**src/include/imsb_defs.vh**
```
// register offsets, field positions, reset values and timing for the i2c master sequencer
// assumes a 20 MHz reference clock standing in for the quarter-phase clock of the instruction cycle
`ifndef IMSB_DEFS_VH
`define IMSB_DEFS_VH

// register byte offsets
`define IMSB_OFS_CTRL2      8'h00
`define IMSB_OFS_STATUS     8'h04
`define IMSB_OFS_ADDR_BAUD  8'h08
`define IMSB_OFS_BUFFER     8'h0C
`define IMSB_OFS_FLAGS      8'h10

// control_reg_two fields
`define IMSB_C2_START       0
`define IMSB_C2_RESTART     1
`define IMSB_C2_STOP        2
`define IMSB_C2_RECEIVE     3
`define IMSB_C2_ACKSEQ      4
`define IMSB_C2_ACKDATA     5
`define IMSB_C2_ACKSTAT     6
`define IMSB_C2_CMD_MASK    8'h1F

// port_status_reg fields
`define IMSB_ST_FULL        0
`define IMSB_ST_START_SEEN  3
`define IMSB_ST_STOP_SEEN   4

// flags register fields, write one to clear
`define IMSB_FL_PORT_IRQ    0
`define IMSB_FL_BUS_COLL    1
`define IMSB_FL_WR_COLL     2
`define IMSB_FL_RX_OVF      3

// reset values
`define IMSB_RST_BYTE       8'h00
`define IMSB_RST_BAUD       7'h00

// bit rate counter ticks on two of four quarter phases
`define IMSB_PHASE_W        2
`define IMSB_BRG_W          7

// bit transfer counts: eight data bits then the acknowledge slot
`define IMSB_LAST_DATA_BIT  4'h7
`define IMSB_ACK_BIT        4'h8

`endif

```
**src/imsb_core.v**
```verilog
// i2c master sequencer: bit rate counter, clock arbitration, start, repeated start,
// byte transfer, acknowledge and stop sequences with collision detection
// assumes open-drain sda/scl resolved outside; lines arrive asynchronously
//
// Implementation choices: the plain strobed port and the placing of the registers.
`include "imsb_defs.vh"
`default_nettype none

// Operation
// - master makes every scl pulse, start and stop; restart keeps the bus
// - transmit: first byte is address plus direction zero, bytes then ack
// - receive: first byte is address plus direction one, master acks each byte
// - after eight bits, sample slave ack into ack status bit
// - set port interrupt flag at end of ninth clock of sent byte
// - start request is bit 0, stop request bit 2; irq after stop completes
// - reload is low seven bits of address/baud; buffer write starts counter
// - counter decrements twice per instruction cycle, halts at zero until reload
// - finished operation stops the bit clock and leaves scl as driven
// - one scl period spans two counter rollovers
// - on scl release, wait for scl high, then reload from bits 6:0
// - start with both lines high: load, at timeout pull sda low, start seen
// - after sda low reload, at timeout clear start bit and hold sda low
// - lines low at start or scl low early: bus collision, abort, idle
// - buffer write during a sequence is dropped and sets write collision
// - low five control bits are write-blocked until any running start, restart, stop, transfer or ack completes
// - restart from idle: pull scl low, once low load bits 5:0, release sda
// - then release scl, reload on high, pull sda low a period, clear restart
// - start seen set from lines at once; irq only after counter timeout
// - restart request while another event runs has no effect
// - restart collision: sda low as scl rises, or scl falls before sda pulled
// - stop: sda low, period, scl release, period, sda release, period, irq
module imsb_core (
    input  wire       I_REF_CLK,
    input  wire       I_RST_N,
    input  wire [7:0] I_ADDR,
    input  wire [7:0] I_WDATA,
    input  wire       I_WR,
    input  wire       I_RD,
    output reg  [7:0] O_RDATA,
    input  wire       I_SDA,
    output reg        O_SDA,
    output reg        O_SDA_OE_N,
    input  wire       I_SCL,
    output reg        O_SCL,
    output reg        O_SCL_OE_N,
    output reg        O_PORT_IRQ_FLAG,
    output reg        O_BUS_COLLISION_FLAG
);

    localparam S_IDLE      = 5'h00;
    localparam S_ST_WAIT   = 5'h01;
    localparam S_ST_HOLD   = 5'h02;
    localparam S_RS_LOW    = 5'h03;
    localparam S_RS_SDAHI  = 5'h04;
    localparam S_RS_WAITHI = 5'h05;
    localparam S_RS_HIGH   = 5'h06;
    localparam S_RS_SDALO  = 5'h07;
    localparam S_BIT_LOW   = 5'h08;
    localparam S_BIT_WAIT  = 5'h09;
    localparam S_BIT_HIGH  = 5'h0A;
    localparam S_AK_LOW    = 5'h0B;
    localparam S_AK_WAIT   = 5'h0C;
    localparam S_AK_HIGH   = 5'h0D;
    localparam S_SP_WAITLO = 5'h0E;
    localparam S_SP_LOW    = 5'h0F;
    localparam S_SP_WAITHI = 5'h10;
    localparam S_SP_HIGH   = 5'h11;
    localparam S_SP_WAITP  = 5'h12;
    localparam S_SP_END    = 5'h13;

    // line synchronisers
    reg        sda_m_r;
    reg        sda_s_r;
    reg        sda_d_r;
    reg        scl_m_r;
    reg        scl_s_r;

    reg  [4:0] state_r;
    reg  [4:0] state_nxt;
    reg  [`IMSB_PHASE_W-1:0] phase_r;
    reg  [`IMSB_BRG_W-1:0]   brg_r;
    reg        brg_busy_r;
    reg        brg_load;
    reg  [`IMSB_BRG_W-1:0]   brg_val;

    reg  [4:0] cmd_r;
    reg  [4:0] cmd_nxt;
    reg        ackdt_r;
    reg        ackstat_r;
    reg        ackstat_nxt;
    reg  [6:0] baud_r;
    reg  [7:0] buf_r;
    reg  [7:0] buf_nxt;
    reg        full_r;
    reg        full_nxt;
    reg  [7:0] shift_r;
    reg  [7:0] shift_nxt;
    reg  [3:0] bit_cnt_r;
    reg  [3:0] bit_cnt_nxt;
    reg        rx_mode_r;
    reg        rx_mode_nxt;
    reg        sda_oen_nxt;
    reg        scl_oen_nxt;
    reg        start_seen_r;
    reg        stop_seen_r;
    reg        write_collision_flag_r;
    reg        ovf_r;
    reg        set_irq;
    reg        set_bcl;
    reg        set_write_collision_flag;
    reg        set_ovf;
    reg        collide;

    wire       tick     = phase_r[0];
    wire       timeout  = brg_busy_r & tick & (brg_r == `IMSB_RST_BAUD);
    wire       wr_c2    = I_WR & (I_ADDR == `IMSB_OFS_CTRL2);
    wire       wr_baud  = I_WR & (I_ADDR == `IMSB_OFS_ADDR_BAUD);
    wire       wr_buf   = I_WR & (I_ADDR == `IMSB_OFS_BUFFER);
    wire       wr_flags = I_WR & (I_ADDR == `IMSB_OFS_FLAGS);
    wire       rd_buf   = I_RD & (I_ADDR == `IMSB_OFS_BUFFER);
    wire       idle     = (state_r == S_IDLE) & (cmd_r == 5'h00);
    wire [6:0] rel_full = baud_r;
    wire [6:0] rel_half = {1'b0, baud_r[5:0]};

    // sample the open-drain lines
    always @(posedge I_REF_CLK) begin
        if (!I_RST_N) begin
            sda_m_r <= 1'b1;
            sda_s_r <= 1'b1;
            sda_d_r <= 1'b1;
            scl_m_r <= 1'b1;
            scl_s_r <= 1'b1;
        end else begin
            sda_m_r <= I_SDA;
            sda_s_r <= sda_m_r;
            sda_d_r <= sda_s_r;
            scl_m_r <= I_SCL;
            scl_s_r <= scl_m_r;
        end
    end

    // bit rate counter ticking on quarter phases 1 and 3
    always @(posedge I_REF_CLK) begin
        if (!I_RST_N) begin
            phase_r    <= 2'h0;
            brg_r      <= `IMSB_RST_BAUD;
            brg_busy_r <= 1'b0;
        end else begin
            phase_r <= phase_r + 2'h1;
            if (brg_load) begin
                brg_r      <= brg_val;
                brg_busy_r <= 1'b1;
            end else if (tick & brg_busy_r) begin
                if (brg_r == `IMSB_RST_BAUD)
                    brg_busy_r <= 1'b0;
                else
                    brg_r <= brg_r - 7'h01;
            end
        end
    end

    // sequencer
    always @* begin
        state_nxt   = state_r;
        cmd_nxt     = cmd_r;
        ackstat_nxt = ackstat_r;
        buf_nxt     = buf_r;
        full_nxt    = full_r;
        shift_nxt   = shift_r;
        bit_cnt_nxt = bit_cnt_r;
        rx_mode_nxt = rx_mode_r;
        sda_oen_nxt = O_SDA_OE_N;
        scl_oen_nxt = O_SCL_OE_N;
        brg_load    = 1'b0;
        brg_val     = rel_full;
        set_irq     = 1'b0;
        set_bcl     = 1'b0;
        set_write_collision_flag    = 1'b0;
        set_ovf     = 1'b0;
        collide     = 1'b0;
        if (rd_buf)
            full_nxt = 1'b0;
        if (wr_c2 && state_r == S_IDLE && cmd_r == 5'h00)
            cmd_nxt = I_WDATA[4:0];
        if (wr_buf && !idle)
            set_write_collision_flag = 1'b1;
        case (state_r)
            S_IDLE: begin
                if (wr_buf && idle) begin
                    buf_nxt     = I_WDATA;
                    shift_nxt   = I_WDATA;
                    full_nxt    = 1'b1;
                    bit_cnt_nxt = 4'h0;
                    rx_mode_nxt = 1'b0;
                    scl_oen_nxt = 1'b0;
                    brg_load    = 1'b1;
                    state_nxt   = S_BIT_LOW;
                end else if (cmd_r[`IMSB_C2_START]) begin
                    if (sda_s_r && scl_s_r) begin
                        brg_load  = 1'b1;
                        state_nxt = S_ST_WAIT;
                    end else if (!sda_s_r && !scl_s_r) begin
                        collide = 1'b1;
                    end
                end else if (cmd_r[`IMSB_C2_RESTART]) begin
                    scl_oen_nxt = 1'b0;
                    state_nxt   = S_RS_LOW;
                end else if (cmd_r[`IMSB_C2_STOP]) begin
                    sda_oen_nxt = 1'b0;
                    state_nxt   = S_SP_WAITLO;
                end else if (cmd_r[`IMSB_C2_RECEIVE]) begin
                    bit_cnt_nxt = 4'h0;
                    rx_mode_nxt = 1'b1;
                    scl_oen_nxt = 1'b0;
                    sda_oen_nxt = 1'b1;
                    brg_load    = 1'b1;
                    state_nxt   = S_BIT_LOW;
                end else if (cmd_r[`IMSB_C2_ACKSEQ]) begin
                    scl_oen_nxt = 1'b0;
                    sda_oen_nxt = ackdt_r;
                    brg_load    = 1'b1;
                    state_nxt   = S_AK_LOW;
                end
            end
            S_ST_WAIT: begin
                if (!scl_s_r) begin
                    collide = 1'b1;
                end else if (timeout) begin
                    if (sda_s_r) begin
                        sda_oen_nxt = 1'b0;
                        brg_load    = 1'b1;
                        state_nxt   = S_ST_HOLD;
                    end else begin
                        collide = 1'b1;
                    end
                end
            end
            S_ST_HOLD: begin
                if (timeout) begin
                    cmd_nxt[`IMSB_C2_START] = 1'b0;
                    set_irq   = 1'b1;
                    state_nxt = S_IDLE;
                end
            end
            S_RS_LOW: begin
                if (!scl_s_r) begin
                    sda_oen_nxt = 1'b1;
                    brg_val     = rel_half;
                    brg_load    = 1'b1;
                    state_nxt   = S_RS_SDAHI;
                end
            end
            S_RS_SDAHI: begin
                if (timeout) begin
                    if (sda_s_r) begin
                        scl_oen_nxt = 1'b1;
                        state_nxt   = S_RS_WAITHI;
                    end else begin
                        collide = 1'b1;
                    end
                end
            end
            S_RS_WAITHI: begin
                if (scl_s_r) begin
                    if (!sda_s_r) begin
                        collide = 1'b1;
                    end else begin
                        brg_load  = 1'b1;
                        state_nxt = S_RS_HIGH;
                    end
                end
            end
            S_RS_HIGH: begin
                if (!scl_s_r || !sda_s_r) begin
                    collide = 1'b1;
                end else if (timeout) begin
                    sda_oen_nxt = 1'b0;
                    brg_load    = 1'b1;
                    state_nxt   = S_RS_SDALO;
                end
            end
            S_RS_SDALO: begin
                if (timeout) begin
                    cmd_nxt[`IMSB_C2_RESTART] = 1'b0;
                    set_irq   = 1'b1;
                    state_nxt = S_IDLE;
                end
            end
            S_BIT_LOW: begin
                // data moves only once scl is already low
                sda_oen_nxt = rx_mode_r | (bit_cnt_r == `IMSB_ACK_BIT) | shift_r[7];
                if (timeout) begin
                    scl_oen_nxt = 1'b1;
                    state_nxt   = S_BIT_WAIT;
                end
            end
            S_BIT_WAIT: begin
                if (scl_s_r) begin
                    brg_load  = 1'b1;
                    state_nxt = S_BIT_HIGH;
                end
            end
            S_BIT_HIGH: begin
                if (timeout) begin
                    if (bit_cnt_r == `IMSB_ACK_BIT) begin
                        ackstat_nxt = sda_s_r;
                        set_irq     = 1'b1;
                        scl_oen_nxt = 1'b0;
                        state_nxt   = S_IDLE;
                    end else if (rx_mode_r && bit_cnt_r == `IMSB_LAST_DATA_BIT) begin
                        buf_nxt     = {shift_r[6:0], sda_s_r};
                        full_nxt    = 1'b1;
                        set_ovf     = full_r;
                        set_irq     = 1'b1;
                        cmd_nxt[`IMSB_C2_RECEIVE] = 1'b0;
                        scl_oen_nxt = 1'b0;
                        state_nxt   = S_IDLE;
                    end else if (!rx_mode_r && shift_r[7] && !sda_s_r) begin
                        collide = 1'b1;
                    end else begin
                        shift_nxt   = {shift_r[6:0], sda_s_r};
                        bit_cnt_nxt = bit_cnt_r + 4'h1;
                        if (!rx_mode_r && bit_cnt_r == `IMSB_LAST_DATA_BIT)
                            full_nxt = 1'b0;
                        scl_oen_nxt = 1'b0;
                        brg_load    = 1'b1;
                        state_nxt   = S_BIT_LOW;
                    end
                end
            end
            S_AK_LOW: begin
                if (timeout) begin
                    scl_oen_nxt = 1'b1;
                    state_nxt   = S_AK_WAIT;
                end
            end
            S_AK_WAIT: begin
                if (scl_s_r) begin
                    brg_load  = 1'b1;
                    state_nxt = S_AK_HIGH;
                end
            end
            S_AK_HIGH: begin
                if (timeout) begin
                    scl_oen_nxt = 1'b0;
                    cmd_nxt[`IMSB_C2_ACKSEQ] = 1'b0;
                    set_irq   = 1'b1;
                    state_nxt = S_IDLE;
                end
            end
            S_SP_WAITLO: begin
                if (!sda_s_r) begin
                    brg_load  = 1'b1;
                    state_nxt = S_SP_LOW;
                end
            end
            S_SP_LOW: begin
                if (timeout) begin
                    scl_oen_nxt = 1'b1;
                    state_nxt   = S_SP_WAITHI;
                end
            end
            S_SP_WAITHI: begin
                if (scl_s_r) begin
                    brg_load  = 1'b1;
                    state_nxt = S_SP_HIGH;
                end
            end
            S_SP_HIGH: begin
                if (timeout) begin
                    sda_oen_nxt = 1'b1;
                    state_nxt   = S_SP_WAITP;
                end
            end
            S_SP_WAITP: begin
                if (sda_s_r && scl_s_r) begin
                    brg_load  = 1'b1;
                    state_nxt = S_SP_END;
                end
            end
            S_SP_END: begin
                if (timeout) begin
                    cmd_nxt[`IMSB_C2_STOP] = 1'b0;
                    set_irq   = 1'b1;
                    state_nxt = S_IDLE;
                end
            end
            default: begin
                state_nxt = S_IDLE;
            end
        endcase
        if (collide) begin
            set_bcl     = 1'b1;
            sda_oen_nxt = 1'b1;
            scl_oen_nxt = 1'b1;
            cmd_nxt     = 5'h00;
            state_nxt   = S_IDLE;
        end
    end

    // registers and flags; a hardware set wins over a software clear
    always @(posedge I_REF_CLK) begin
        if (!I_RST_N) begin
            state_r              <= S_IDLE;
            cmd_r                <= 5'h00;
            ackdt_r              <= 1'b0;
            ackstat_r            <= 1'b0;
            baud_r               <= `IMSB_RST_BAUD;
            buf_r                <= `IMSB_RST_BYTE;
            full_r               <= 1'b0;
            shift_r              <= `IMSB_RST_BYTE;
            bit_cnt_r            <= 4'h0;
            rx_mode_r            <= 1'b0;
            start_seen_r         <= 1'b0;
            stop_seen_r          <= 1'b0;
            write_collision_flag_r               <= 1'b0;
            ovf_r                <= 1'b0;
            O_RDATA              <= `IMSB_RST_BYTE;
            O_SDA                <= 1'b0;
            O_SCL                <= 1'b0;
            O_SDA_OE_N           <= 1'b1;
            O_SCL_OE_N           <= 1'b1;
            O_PORT_IRQ_FLAG      <= 1'b0;
            O_BUS_COLLISION_FLAG <= 1'b0;
        end else begin
            state_r    <= state_nxt;
            cmd_r      <= cmd_nxt;
            ackstat_r  <= ackstat_nxt;
            buf_r      <= buf_nxt;
            full_r     <= full_nxt;
            shift_r    <= shift_nxt;
            bit_cnt_r  <= bit_cnt_nxt;
            rx_mode_r  <= rx_mode_nxt;
            O_SDA      <= 1'b0;
            O_SCL      <= 1'b0;
            O_SDA_OE_N <= sda_oen_nxt;
            O_SCL_OE_N <= scl_oen_nxt;
            if (wr_c2)
                ackdt_r <= I_WDATA[`IMSB_C2_ACKDATA];
            if (wr_baud)
                baud_r <= I_WDATA[6:0];
            // start/stop seen from the lines themselves
            if (scl_s_r && sda_d_r && !sda_s_r) begin
                start_seen_r <= 1'b1;
                stop_seen_r  <= 1'b0;
            end else if (scl_s_r && !sda_d_r && sda_s_r) begin
                start_seen_r <= 1'b0;
                stop_seen_r  <= 1'b1;
            end
            O_PORT_IRQ_FLAG <= set_irq |
                (O_PORT_IRQ_FLAG & ~(wr_flags & I_WDATA[`IMSB_FL_PORT_IRQ]));
            O_BUS_COLLISION_FLAG <= set_bcl |
                (O_BUS_COLLISION_FLAG & ~(wr_flags & I_WDATA[`IMSB_FL_BUS_COLL]));
            write_collision_flag_r <= set_write_collision_flag | (write_collision_flag_r & ~(wr_flags & I_WDATA[`IMSB_FL_WR_COLL]));
            ovf_r  <= set_ovf | (ovf_r & ~(wr_flags & I_WDATA[`IMSB_FL_RX_OVF]));
            // read data stands in the cycle after the strobe only
            if (I_RD) begin
                case (I_ADDR)
                    `IMSB_OFS_CTRL2:     O_RDATA <= {1'b0, ackstat_r, ackdt_r, cmd_r};
                    `IMSB_OFS_STATUS:    O_RDATA <= {3'h0, stop_seen_r, start_seen_r, 2'h0, full_r};
                    `IMSB_OFS_ADDR_BAUD: O_RDATA <= {1'b0, baud_r};
                    `IMSB_OFS_BUFFER:    O_RDATA <= buf_r;
                    `IMSB_OFS_FLAGS:     O_RDATA <= {4'h0, ovf_r, write_collision_flag_r, O_BUS_COLLISION_FLAG, O_PORT_IRQ_FLAG};
                    default:             O_RDATA <= `IMSB_RST_BYTE;
                endcase
            end else begin
                O_RDATA <= `IMSB_RST_BYTE;
            end
        end
    end

endmodule

`default_nettype wire

```
**config.mk**
```make
export PLATFORM = sky130hd
export DESIGN_NAME = imsb_core
export DESIGN_NICKNAME = d
export VERILOG_FILES = /design/src/imsb_core.v
export VERILOG_INCLUDE_DIRS = /design/src /design/src/include
export SDC_FILE = /design/constraint.sdc
export NUM_CORES = 1
export LEC_CHECK = 0
export ABC_AREA = 1
export BUFFER_PORTS_ARGS = -buffer_cell sky130_fd_sc_hd__clkbuf_2
export CORE_UTILIZATION = 50
export CTS_CLUSTER_SIZE = 20
export DETAILED_ROUTE_END_ITERATION = 10
export GPL_ROUTABILITY_DRIVEN = 0
export HOLD_SLACK_MARGIN = 0.05
export PLACE_DENSITY = 0.76
export SLEW_MARGIN = 25
export SYNTH_ARGS = -nofsm -noshare
export SYNTH_HDL_FRONTEND = slang
export SYNTH_SLANG_ARGS = --single-unit
```
**constraint.sdc**
```tcl
create_clock -name I_REF_CLK -period 2.7 [get_ports I_REF_CLK]
set_input_delay 0.27 -clock I_REF_CLK [delete_from_list [all_inputs] [get_ports I_REF_CLK]]
set_output_delay 0.27 -clock I_REF_CLK [all_outputs]
set_load 0.02 [all_outputs]
```
# ---- After elaboration in Yosys (flattened, before gate mapping)
# Index checks and enable logic that the tools add are counted.
dict set report op_classes {
  n_reduce_logical 47
  n_bitwise 27
  muxes 160
  eq_ne 70
  n_addsub 3
}
# op n
set ops {}
lappend ops {{two-way mux 5 bit} 32}
lappend ops {{two-way mux 1 bit} 95}
lappend ops {{one-hot mux 5 bit (17 select lines)} 1}
lappend ops {{two-way mux 8 bit} 8}
lappend ops {{inequality test 2 bit, second input constant} 29}
lappend ops {{equality test 5 x 4 -> 1 bit, second input constant} 8}
lappend ops {{one-hot mux 8 bit (5 select lines)} 1}
lappend ops {{two-way mux 4 bit} 9}
lappend ops {{two-way mux 7 bit} 5}
lappend ops {{one-hot mux 8 bit (2 select lines)} 2}
lappend ops {{AND reduction 24 bit} 1}
lappend ops {{equality test 5 x 3 -> 1 bit, second input constant} 4}
lappend ops {{equality test 5 bit, second input constant} 4}
lappend ops {{AND 1 bit} 16}
lappend ops {{equality test 8 x 4 -> 1 bit, second input constant} 2}
lappend ops {{logical AND 1 bit} 14}
lappend ops {{inequality test 2 x 1 -> 1 bit, second input constant} 6}
lappend ops {{inequality test 3 x 2 -> 1 bit, second input constant} 4}
lappend ops {{one-hot mux 1 bit (6 select lines)} 2}
lappend ops {{AND reduction 12 bit} 1}
lappend ops {{equality test 5 x 2 -> 1 bit, second input constant} 2}
lappend ops {{logical NOT 5 bit} 2}
lappend ops {{AND reduction 10 bit} 1}
lappend ops {{AND reduction 5 bit} 2}
lappend ops {{other kinds (33)} 56}
dict set report totals {
  elab_cells 334
  regBits 72
  input_bits 22
}

# ---- Depth between registers and ports, before layout
# Gate-level depths: netlist (run 1).
dict set report logic_depth {
  ltp_word 10
  ltp_mapped 14
  depth_no_buf 14
}

# ---- Least setup slack after synthesis (run 1)
# No wires, ideal clock.
dict set report synth_timing {
  path_type {register to register}
  from {reg brg_r[0]}
  to {reg state_r[0]}
  path_slack_ns 0.983
  path_stages_with_launch 14
  synth_period_minus_slack_ns 1.717
  path_buffers 1
  setup_ns 0.064
  t_arrival_ns 1.653
  required_time_ns 2.636
  path_cell_list {dfxtp_1 -> inv_1 -> ha_1 -> inv_1 -> nor2_1 -> nand4_1 -> buf_2 -> nand2_1 -> nand3_1 -> nor2_2 -> nand3_2 -> nand2_1 -> nand2_1 -> nor2_1}
}
dict set report synth_via {
  elab_chain_cells 6
}
# item line_no
set synth_rtl {}
lappend synth_rtl {{from (decl)} imsb_core.v:81} ;# reg [`IMSB_BRG_W-1:0] brg_r;
lappend synth_rtl {{from (signal assigned)} imsb_core.v:146} ;# brg_r <= `IMSB_RST_BAUD;
lappend synth_rtl {{from (signal assigned)} imsb_core.v:151} ;# brg_r <= brg_val;
lappend synth_rtl {{from (signal assigned)} imsb_core.v:157} ;# brg_r <= brg_r - 7'h01;
lappend synth_rtl {{logical NOT 7 bit (no line) (*)} -}
lappend synth_rtl {{AND 1 bit (*)} imsb_core.v:115} ;# wire timeout = brg_busy_r & tick & (brg_r == `IMSB_RST_BAUD);
lappend synth_rtl {{two-way mux 1 bit} imsb_core.v:254} ;# if (timeout) begin
lappend synth_rtl {{two-way mux 1 bit} imsb_core.v:226} ;# if (!scl_s_r) begin
lappend synth_rtl {{one-hot mux 1 bit (6 select lines)} imsb_core.v:187} ;# case (state_r)
lappend synth_rtl {{OR reduction 2 bit (no line)} -}
lappend synth_rtl {{to (signal assigned)} imsb_core.v:426} ;# state_r <= state_nxt;
lappend synth_rtl {{to (decl)} imsb_core.v:78} ;# reg [4:0] state_r;
# Every way passes the cells marked *; elsewhere a longest branch is shown, timed or not.
# A chain may end at the register's enable or synchronous reset.

# ---- Worst setup path in the final report (run 1)
dict set report layout_timing {
  from {reg sda_s_r}
  to {reg O_SCL_OE_N}
}
dict set report layout_via {
  elab_chain_cells 8
}
# item line_no
set layout_rtl {}
lappend layout_rtl {{from (decl)} imsb_core.v:73} ;# reg sda_s_r;
lappend layout_rtl {{from (signal assigned)} imsb_core.v:135} ;# sda_s_r <= sda_m_r;
lappend layout_rtl {{logical NOT 1 bit} {imsb_core.v:202, imsb_core.v:274, imsb_core.v:318}}
lappend layout_rtl {{logical AND 1 bit (on tied branches)} {imsb_core.v:318, imsb_core.v:202}}
lappend layout_rtl {{two-way mux 1 bit (on tied branches)} {imsb_core.v:318, imsb_core.v:202}}
lappend layout_rtl {{two-way mux 1 bit (on tied branches)} {imsb_core.v:310, imsb_core.v:199}}
lappend layout_rtl {{two-way mux 1 bit (on tied branches)} {imsb_core.v:305, imsb_core.v:198}}
lappend layout_rtl {{two-way mux 1 bit (on tied branches)} {imsb_core.v:304, imsb_core.v:189}}
lappend layout_rtl {{one-hot mux 1 bit (6 select lines)} imsb_core.v:187}
lappend layout_rtl {{OR reduction 2 bit (no line)} -}
lappend layout_rtl {{to (signal assigned)} imsb_core.v:437} ;# O_SCL_OE_N <= scl_oen_nxt;
lappend layout_rtl {{to (decl)} imsb_core.v:45} ;# output reg O_SCL_OE_N,
# Parallel ways exist; a longest one is shown, timed or not.

==> results.json, run 1 <==
{
  "cellPowerDensity_nw_per_um2": 836,
  "avgSynthCellArea_um2": 6.52,
  "via_count": 4347,
  "tritoncts.num_buffers": 9,
  "cts_hold_buf": 0,
  "finalSetupViolations": 0,
  "synth_top_area_share_pct": 34.9,
  "final_cell_mix": "sky130_fd_sc_hd__nand2_1 (130), sky130_fd_sc_hd__inv_1 (86), sky130_fd_sc_hd__dfxtp_1 (71), sky130_fd_sc_hd__nor2_1 (60)",
  "fin_area_um2": 4530,
  "routedWlPerCell_um": 14.8,
  "register_area_um2": 1420,
  "drc": 0,
  "cts.sink_count": 71,
  "critical_path.cell_chain": "nand2_1 > nand2_1 > o21ai_0 > inv_1 > nand4_1 > inv_1 > o211ai_1",
  "endpoint_arrival_time_on_the_critical_path_ps": 2450,
  "layout_commonest_cell": "sky130_fd_sc_hd__nand2_1",
  "place.detailed.instances": 749,
  "dp_hpwl_um": 8590,
  "vias_per_cell": 5.68,
  "place_worst_setup_slack_ps": 606,
  "ys_seq_area_share_pct": 34.9,
  "timing.critical_path.from": "sda_s_r",
  "hp-class": "in2reg",
  "fp-row-count": 32,
  "grt_pass1_wl_um": 18600,
  "cts_root_buffer": "sky130_fd_sc_hd__clkbuf_8",
  "worstHoldStart": "I_SCL",
  "syn_inst": 625,
  "post_cts_resize_count": 0,
  "timing.fmax_mhz": 454,
  "timing.final.crit_period_ps": 2200,
  "cp_slowest_stage_delay_ps": 570,
  "async_reset_ff_share_pct": 0,
  "clk_pin_slew_ps": 90,
  "detailedRoute.firstPassIterationCount": 6,
  "tritoncts": "built",
  "required_ps": 2950,
  "post_route_cells_drive_above_1_share_pct": 14.6,
  "area_of_the_mapped_netlist_um2": 4080,
  "detail-route-antenna-nets": 0,
  "ys_dominant_reg_cell": "sky130_fd_sc_hd__dfxtp_1",
  "slew-limit-headroom_pct": 45.6,
  "area_of_combinational_cells_with_multiple_inputs_um2": 2200,
  "grt_setup_unrepaired": "no",
  "fp.dieW_um": 92.3,
  "worst_r2r_endpoint": "O_SCL_OE_N",
  "p_leak_nw": 2.13,
  "worst_setup_path_start_kind": "flip-flop",
  "path_class": "reg2reg",
  "buffer_ports.inserted": 33,
  "number_of_antenna_violations_at_the_first_check_in_global_routing": 0,
  "globalRouteOverflowTotal": 0,
  "fillCellCount": 767,
  "synth.distinct_cells": 40,
  "ff2ff_path_depth": 7,
  "insertion_delay_ps": 370,
  "finish.cell_count_without_fillers": 765,
  "setup_slack_ps": 498,
  "starting_utilization_of_the_core_area_pct": 52.2,
  "final.setup_skew_ps": 12.0,
  "diodes": 0,
  "cts-root-to-sink-buffers": 2,
  "placeableCoreArea_um2": 7810,
  "status": "finished clean",
  "cts_setup_buffers": 0,
  "postPlaceCellArea_um2": 4320,
  "grt.total_usage_pct": 27.7,
  "synth-seq-cells": 71,
  "end_kind": "flip-flop",
  "endpoint": "O_SCL_OE_N",
  "final_core_utilization_pct": 58.0,
  "htreeDepth": 3,
  "worstReg2RegStart": "sda_s_r",
  "design.final.nets": 684,
  "reg2reg_slack_ps": 500,
  "crit_slowest_cell": "sky130_fd_sc_hd__dfxtp_1",
  "grt_pass1_vias": 3862,
  "timing.final.max_slew_violations": 0,
  "setup_total_negative_slack_ps": 0,
  "synth_area_leaders": "sky130_fd_sc_hd__dfxtp_1 (35%), sky130_fd_sc_hd__nand2_1 (12%), sky130_fd_sc_hd__inv_1 (7.9%)",
  "synth_enable_flop_cells": 0,
  "top_level_ports": 36,
  "critical_path_peak_fanout": 11,
  "design_power_total_mw": 3.79,
  "finalHoldViolCount": 0,
  "max-vdd-ir-drop_mv": 0.319,
  "max_cap_viol_count": 0,
  "whs_ps": 92.1,
  "chipHeight_um": 92.3,
  "transition_at_the_pin_with_the_smallest_max_transition_slack_ps": 815,
  "routed_wl_um": 11300,
  "area_growth_pct": 11.0,
  "drt-initial-drc-count": 525,
  "dieArea_um2": 8520,
  "timing.final.crit_share_pct": 81.6,
  "largest_net_degree_at_the_start_of_global_routing": 26,
  "yosysWarningCount": 0,
  "synth_area_leader_cell": "sky130_fd_sc_hd__dfxtp_1"
}
## kinds of logic (layout without fill, tap and decap cells)
kind of cell	Yosys count	after routing	synth area share, %
AND/OR/NAND/NOR	302	302	34.0
AO/OA/AOI/OAI	127	127	17.2
buffers and inverters	114	151	11.4
flip-flops	71	71	34.9
XOR/XNOR	6	6	1.29
adder cells (fa/ha/maj)	4	4	1.23
other	1	2	0.0920
## sequential cells by signal, indices dropped and copies added (netlist names), 4 cells and up
| signal | count |
|---|---|
| O_RDATA | 8 |
| baud_r | 7 |
| state_r | 5 |
| brg_r | 7 |
| buf_r | 8 |
| shift_r | 8 |
| bit_cnt_r | 4 |
| cmd_r | 5 |
## layer usage
layer | global-route usage (%) | part of all wire, %
met3 | 3.86 | 8.3
met4 | 12.2 | 3.7
met1 | 36.9 | 42
met2 | 44.5 | 46
met5 | 0 | 0
## cell usage after synthesis (3+ instances only)
library cell / n
sky130_fd_sc_hd__buf_2: 4
sky130_fd_sc_hd__nor2_4: 5
sky130_fd_sc_hd__clkbuf_1: 7
sky130_fd_sc_hd__nor2_1: 60
sky130_fd_sc_hd__ha_1: 4
sky130_fd_sc_hd__nand3_2: 4
sky130_fd_sc_hd__nor3_1: 15
sky130_fd_sc_hd__inv_2: 10
sky130_fd_sc_hd__inv_1: 86
sky130_fd_sc_hd__nand3_1: 46
sky130_fd_sc_hd__dfxtp_1: 71
sky130_fd_sc_hd__a21oi_1: 50
sky130_fd_sc_hd__buf_4: 6
sky130_fd_sc_hd__or2_2: 6
sky130_fd_sc_hd__nand2_1: 130
sky130_fd_sc_hd__o22ai_1: 5
sky130_fd_sc_hd__a31oi_1: 4
sky130_fd_sc_hd__xor2_1: 5
sky130_fd_sc_hd__a211oi_1: 3
sky130_fd_sc_hd__nand2_2: 6
sky130_fd_sc_hd__nand4_1: 20
sky130_fd_sc_hd__nor2_2: 7
sky130_fd_sc_hd__o21ai_0: 50
## how the worst min path moves through the flow
stage / slack, ps / end / cells past startpoint
finish: 90 / scl_m_r / 2
CTS: 90 / scl_m_r / 2
global placement: 400 / scl_s_r / 1
global route: 90 / scl_m_r / 2
floorplan: 380 / scl_m_r / 1
detailed placement: 400 / sda_s_r / 1
## worst max-delay path: cells and delay by family (launching register included)
kind                   cells  cell delay (ps)
AND/OR/NAND/NOR            3             1010
AO/OA/AOI/OAI              2              220
buffers and inverters      2              300
flip-flops                 1              570
## report_power, final
| part | switching (mW) | total [mW] | internal (mW) | leakage [nW] |
|---|---|---|---|---|
| registers | 0.118 | 1.32 | 1.20 | 0.577 |
| logic | 1.04 | 1.55 | 0.508 | 1.45 |
| clock network | 0.473 | 0.922 | 0.449 | 0.102 |
## area by class of cell
| cell class | count | area share, % |
|---|---|---|
| Sequential cell | 71 | 31.4 |
| Clock inverter | 7 | 1.93 |
| Inverter | 96 | 7.96 |
| Timing Repair Buffer | 39 | 4.64 |
| Tap cell | 102 | 2.82 |
| Multi-Input combinational cell | 441 | 48.5 |
| Clock buffer | 9 | 2.74 |
No activity file was read; power rests on OpenSTA's default activity.
==> run 2: changes to the inputs <==
--- a/config.mk
+++ b/config.mk
@@ -13,7 +13,7 @@
 export DETAILED_ROUTE_END_ITERATION = 10
 export GPL_ROUTABILITY_DRIVEN = 0
 export HOLD_SLACK_MARGIN = 0.05
-export PLACE_DENSITY = 0.76
+export PLACE_DENSITY = 0.78
 export SLEW_MARGIN = 25
 export SYNTH_ARGS = -nofsm -noshare
 export SYNTH_HDL_FRONTEND = slang
==> constraint.sdc (replaced) <==
create_clock -name I_REF_CLK -period 2 [get_ports I_REF_CLK]
set_input_delay 0.2 -clock I_REF_CLK [delete_from_list [all_inputs] [get_ports I_REF_CLK]]
set_output_delay 0.2 -clock I_REF_CLK [all_outputs]
set_load 0.02 [all_outputs]
==> run 2 against run 1 <==
Critical path type unchanged. Combinational power increased by 52%. Worst setup slack got worse by 460 ps. Clock-buffer cell count unchanged. Core utilization grew 3.6 points. Power is 44% higher. Clock skew decreased by 1.9 ps. Fmax grew 12%. Sequential share of layout area shrank 1.7 points. First-iteration DRC count shrank 10%. Worst hold slack improved by 7.4 ps. Critical path depth is 5 higher. Sequential power grew 35%.
==> results.json, run 2 (synthesis results as in run 1) <==
{
  "via_count": 4395,
  "cts.sink_count": 71,
  "finalHoldViolCount": 0,
  "placeableCoreArea_um2": 7810,
  "endpoint": "shift_r[7]",
  "slew-limit-headroom_pct": 53.9,
  "top_regs": "O_RDATA x8, buf_r x8, shift_r x8",
  "tritoncts": "built",
  "endpoint_arrival_time_on_the_critical_path_ps": 2200,
  "grt_setup_unrepaired": "yes",
  "final_cell_mix": "sky130_fd_sc_hd__nand2_1 (127), sky130_fd_sc_hd__inv_1 (83), sky130_fd_sc_hd__dfxtp_1 (66), sky130_fd_sc_hd__nor2_1 (57), sky130_fd_sc_hd__a21oi_1 (49)",
  "routed_wl_um": 11500,
  "grt.total_usage_pct": 27.5,
  "status": "finished clean",
  "cts-root-to-sink-buffers": 2,
  "worstReg2RegStart": "brg_r[0]",
  "timing.final.max_slew_violations": 0,
  "design_power_total_mw": 5.44,
  "dieArea_um2": 8520,
  "routedWlPerCell_um": 14.5,
  "postPlaceCellArea_um2": 4440,
  "tritoncts.num_buffers": 9,
  "transition_at_the_pin_with_the_smallest_max_transition_slack_ps": 691,
  "end_kind": "flip-flop",
  "path_class": "reg2reg",
  "grt_pass1_wl_um": 18700,
  "starting_utilization_of_the_core_area_pct": 52.2,
  "fin_area_um2": 4810,
  "hold_depth": 3,
  "drc": 0,
  "top_level_ports": 36,
  "fp.dieW_um": 92.3,
  "final.setup_skew_ps": 10.1,
  "design.final.nets": 709,
  "layout_commonest_cell": "sky130_fd_sc_hd__nand2_1",
  "ff2ff_path_depth": 12,
  "chipHeight_um": 92.3,
  "grt_pass1_vias": 4112,
  "critical_path_peak_fanout": 16,
  "htreeDepth": 3,
  "hp-class": "in2reg",
  "detail-route-antenna-nets": 0,
  "clk_pin_slew_ps": 80,
  "required_ps": 2240,
  "timing.fmax_mhz": 511,
  "worst_setup_path_start_kind": "flip-flop",
  "cts_root_buffer": "sky130_fd_sc_hd__clkbuf_8",
  "finish.cell_count_without_fillers": 790,
  "p_leak_nw": 2.28,
  "vias_per_cell": 5.56,
  "max_cap_viol_count": 0,
  "buffer_ports.inserted": 33,
  "finalSetupViolations": 0,
  "insertion_delay_ps": 350,
  "drt-initial-drc-count": 470,
  "post_route_cells_drive_above_1_share_pct": 19.8,
  "max-vdd-ir-drop_mv": 0.500,
  "largest_net_degree_at_the_start_of_global_routing": 25,
  "timing.final.crit_period_ps": 1960,
  "dp_hpwl_um": 8680,
  "area_growth_pct": 18.0,
  "diodes": 0,
  "number_of_antenna_violations_at_the_first_check_in_global_routing": 0,
  "reg2reg_slack_ps": 40,
  "detailedRoute.firstPassIterationCount": 6,
  "timing.critical_path.from": "brg_r[0]",
  "place.detailed.instances": 764,
  "timing.final.crit_share_pct": 97.9,
  "final_core_utilization_pct": 61.6,
  "fp-row-count": 32,
  "cellPowerDensity_nw_per_um2": 1130,
  "globalRouteOverflowTotal": 0,
  "setup_total_negative_slack_ps": 0,
  "worst_r2r_endpoint": "shift_r[7]"
}
==> run 2: layer usage <==
layer	wire length (um)	vias up	GRT usage, %
li1	-	2158	-
met1	4880	1949	35.4
met2	5240	235	45.2
met3	908	53	4.27
met4	445	0	12.4
met5	0	-	0
==> run 2: where the power goes <==
group          internal (mW)  total (mW)  leakage (nW)  switching, mW
registers               1.62        1.78         0.579          0.157
logic                  0.851        2.36          1.58           1.51
clock network          0.718        1.30         0.115          0.586
total                   3.19        5.44          2.28           2.25
==> run 2: worst min-delay path by stage <==
stage,startpoint,to,slack (ps)
2_1_floorplan,I_SCL,scl_m_r,310
3_3_place_gp,I_SCL,scl_m_r,390
3_5_place_dp,I_SDA,sda_m_r,390
4_1_cts,I_WDATA[6],baud_r[6],90
5_1_grt,I_WDATA[6],baud_r[6],130
6_report,I_WDATA[6],baud_r[6],100
==> run 2: layout make-up <==
cell class	instances	area, um^2
Fill cell	718	3000
Multi-Input combinational cell	441	2250
Sequential cell	71	1430
Timing Repair Buffer	64	417
Inverter	96	360
Tap cell	102	128
Clock buffer	9	124
Clock inverter	7	100
==> run 2: critical path, stage by stage (launching register included) <==
cell and delay [ps]:
sky130_fd_sc_hd__dfxtp_2 340, sky130_fd_sc_hd__inv_2 90, sky130_fd_sc_hd__ha_4 130, sky130_fd_sc_hd__inv_2 40, sky130_fd_sc_hd__nor2_4 100, sky130_fd_sc_hd__nand4_1 210, sky130_fd_sc_hd__nor2_2 190, sky130_fd_sc_hd__nand2_1 110
sky130_fd_sc_hd__nand2_2 150, sky130_fd_sc_hd__o21ai_2 80, sky130_fd_sc_hd__buf_4 190, sky130_fd_sc_hd__o21ai_0 170, sky130_fd_sc_hd__a21oi_1 50
==> run 2: timing repair <==
item,4_1_cts,5_1_grt
endpoints found under the hold margin,2,0
setup endpoints to repair,0,22
buffers inserted,0,7
hold buffers,2,0
resized for setup,0,28
==> run 2: stage by stage <==
stage               setup slack (ps)  hold WS [ps]
floorplan                        283           307
global placement                96.6           388
detailed placement              58.2           388
CTS                             32.5          92.5
global route                   -89.3           125
finish                          41.4          99.5
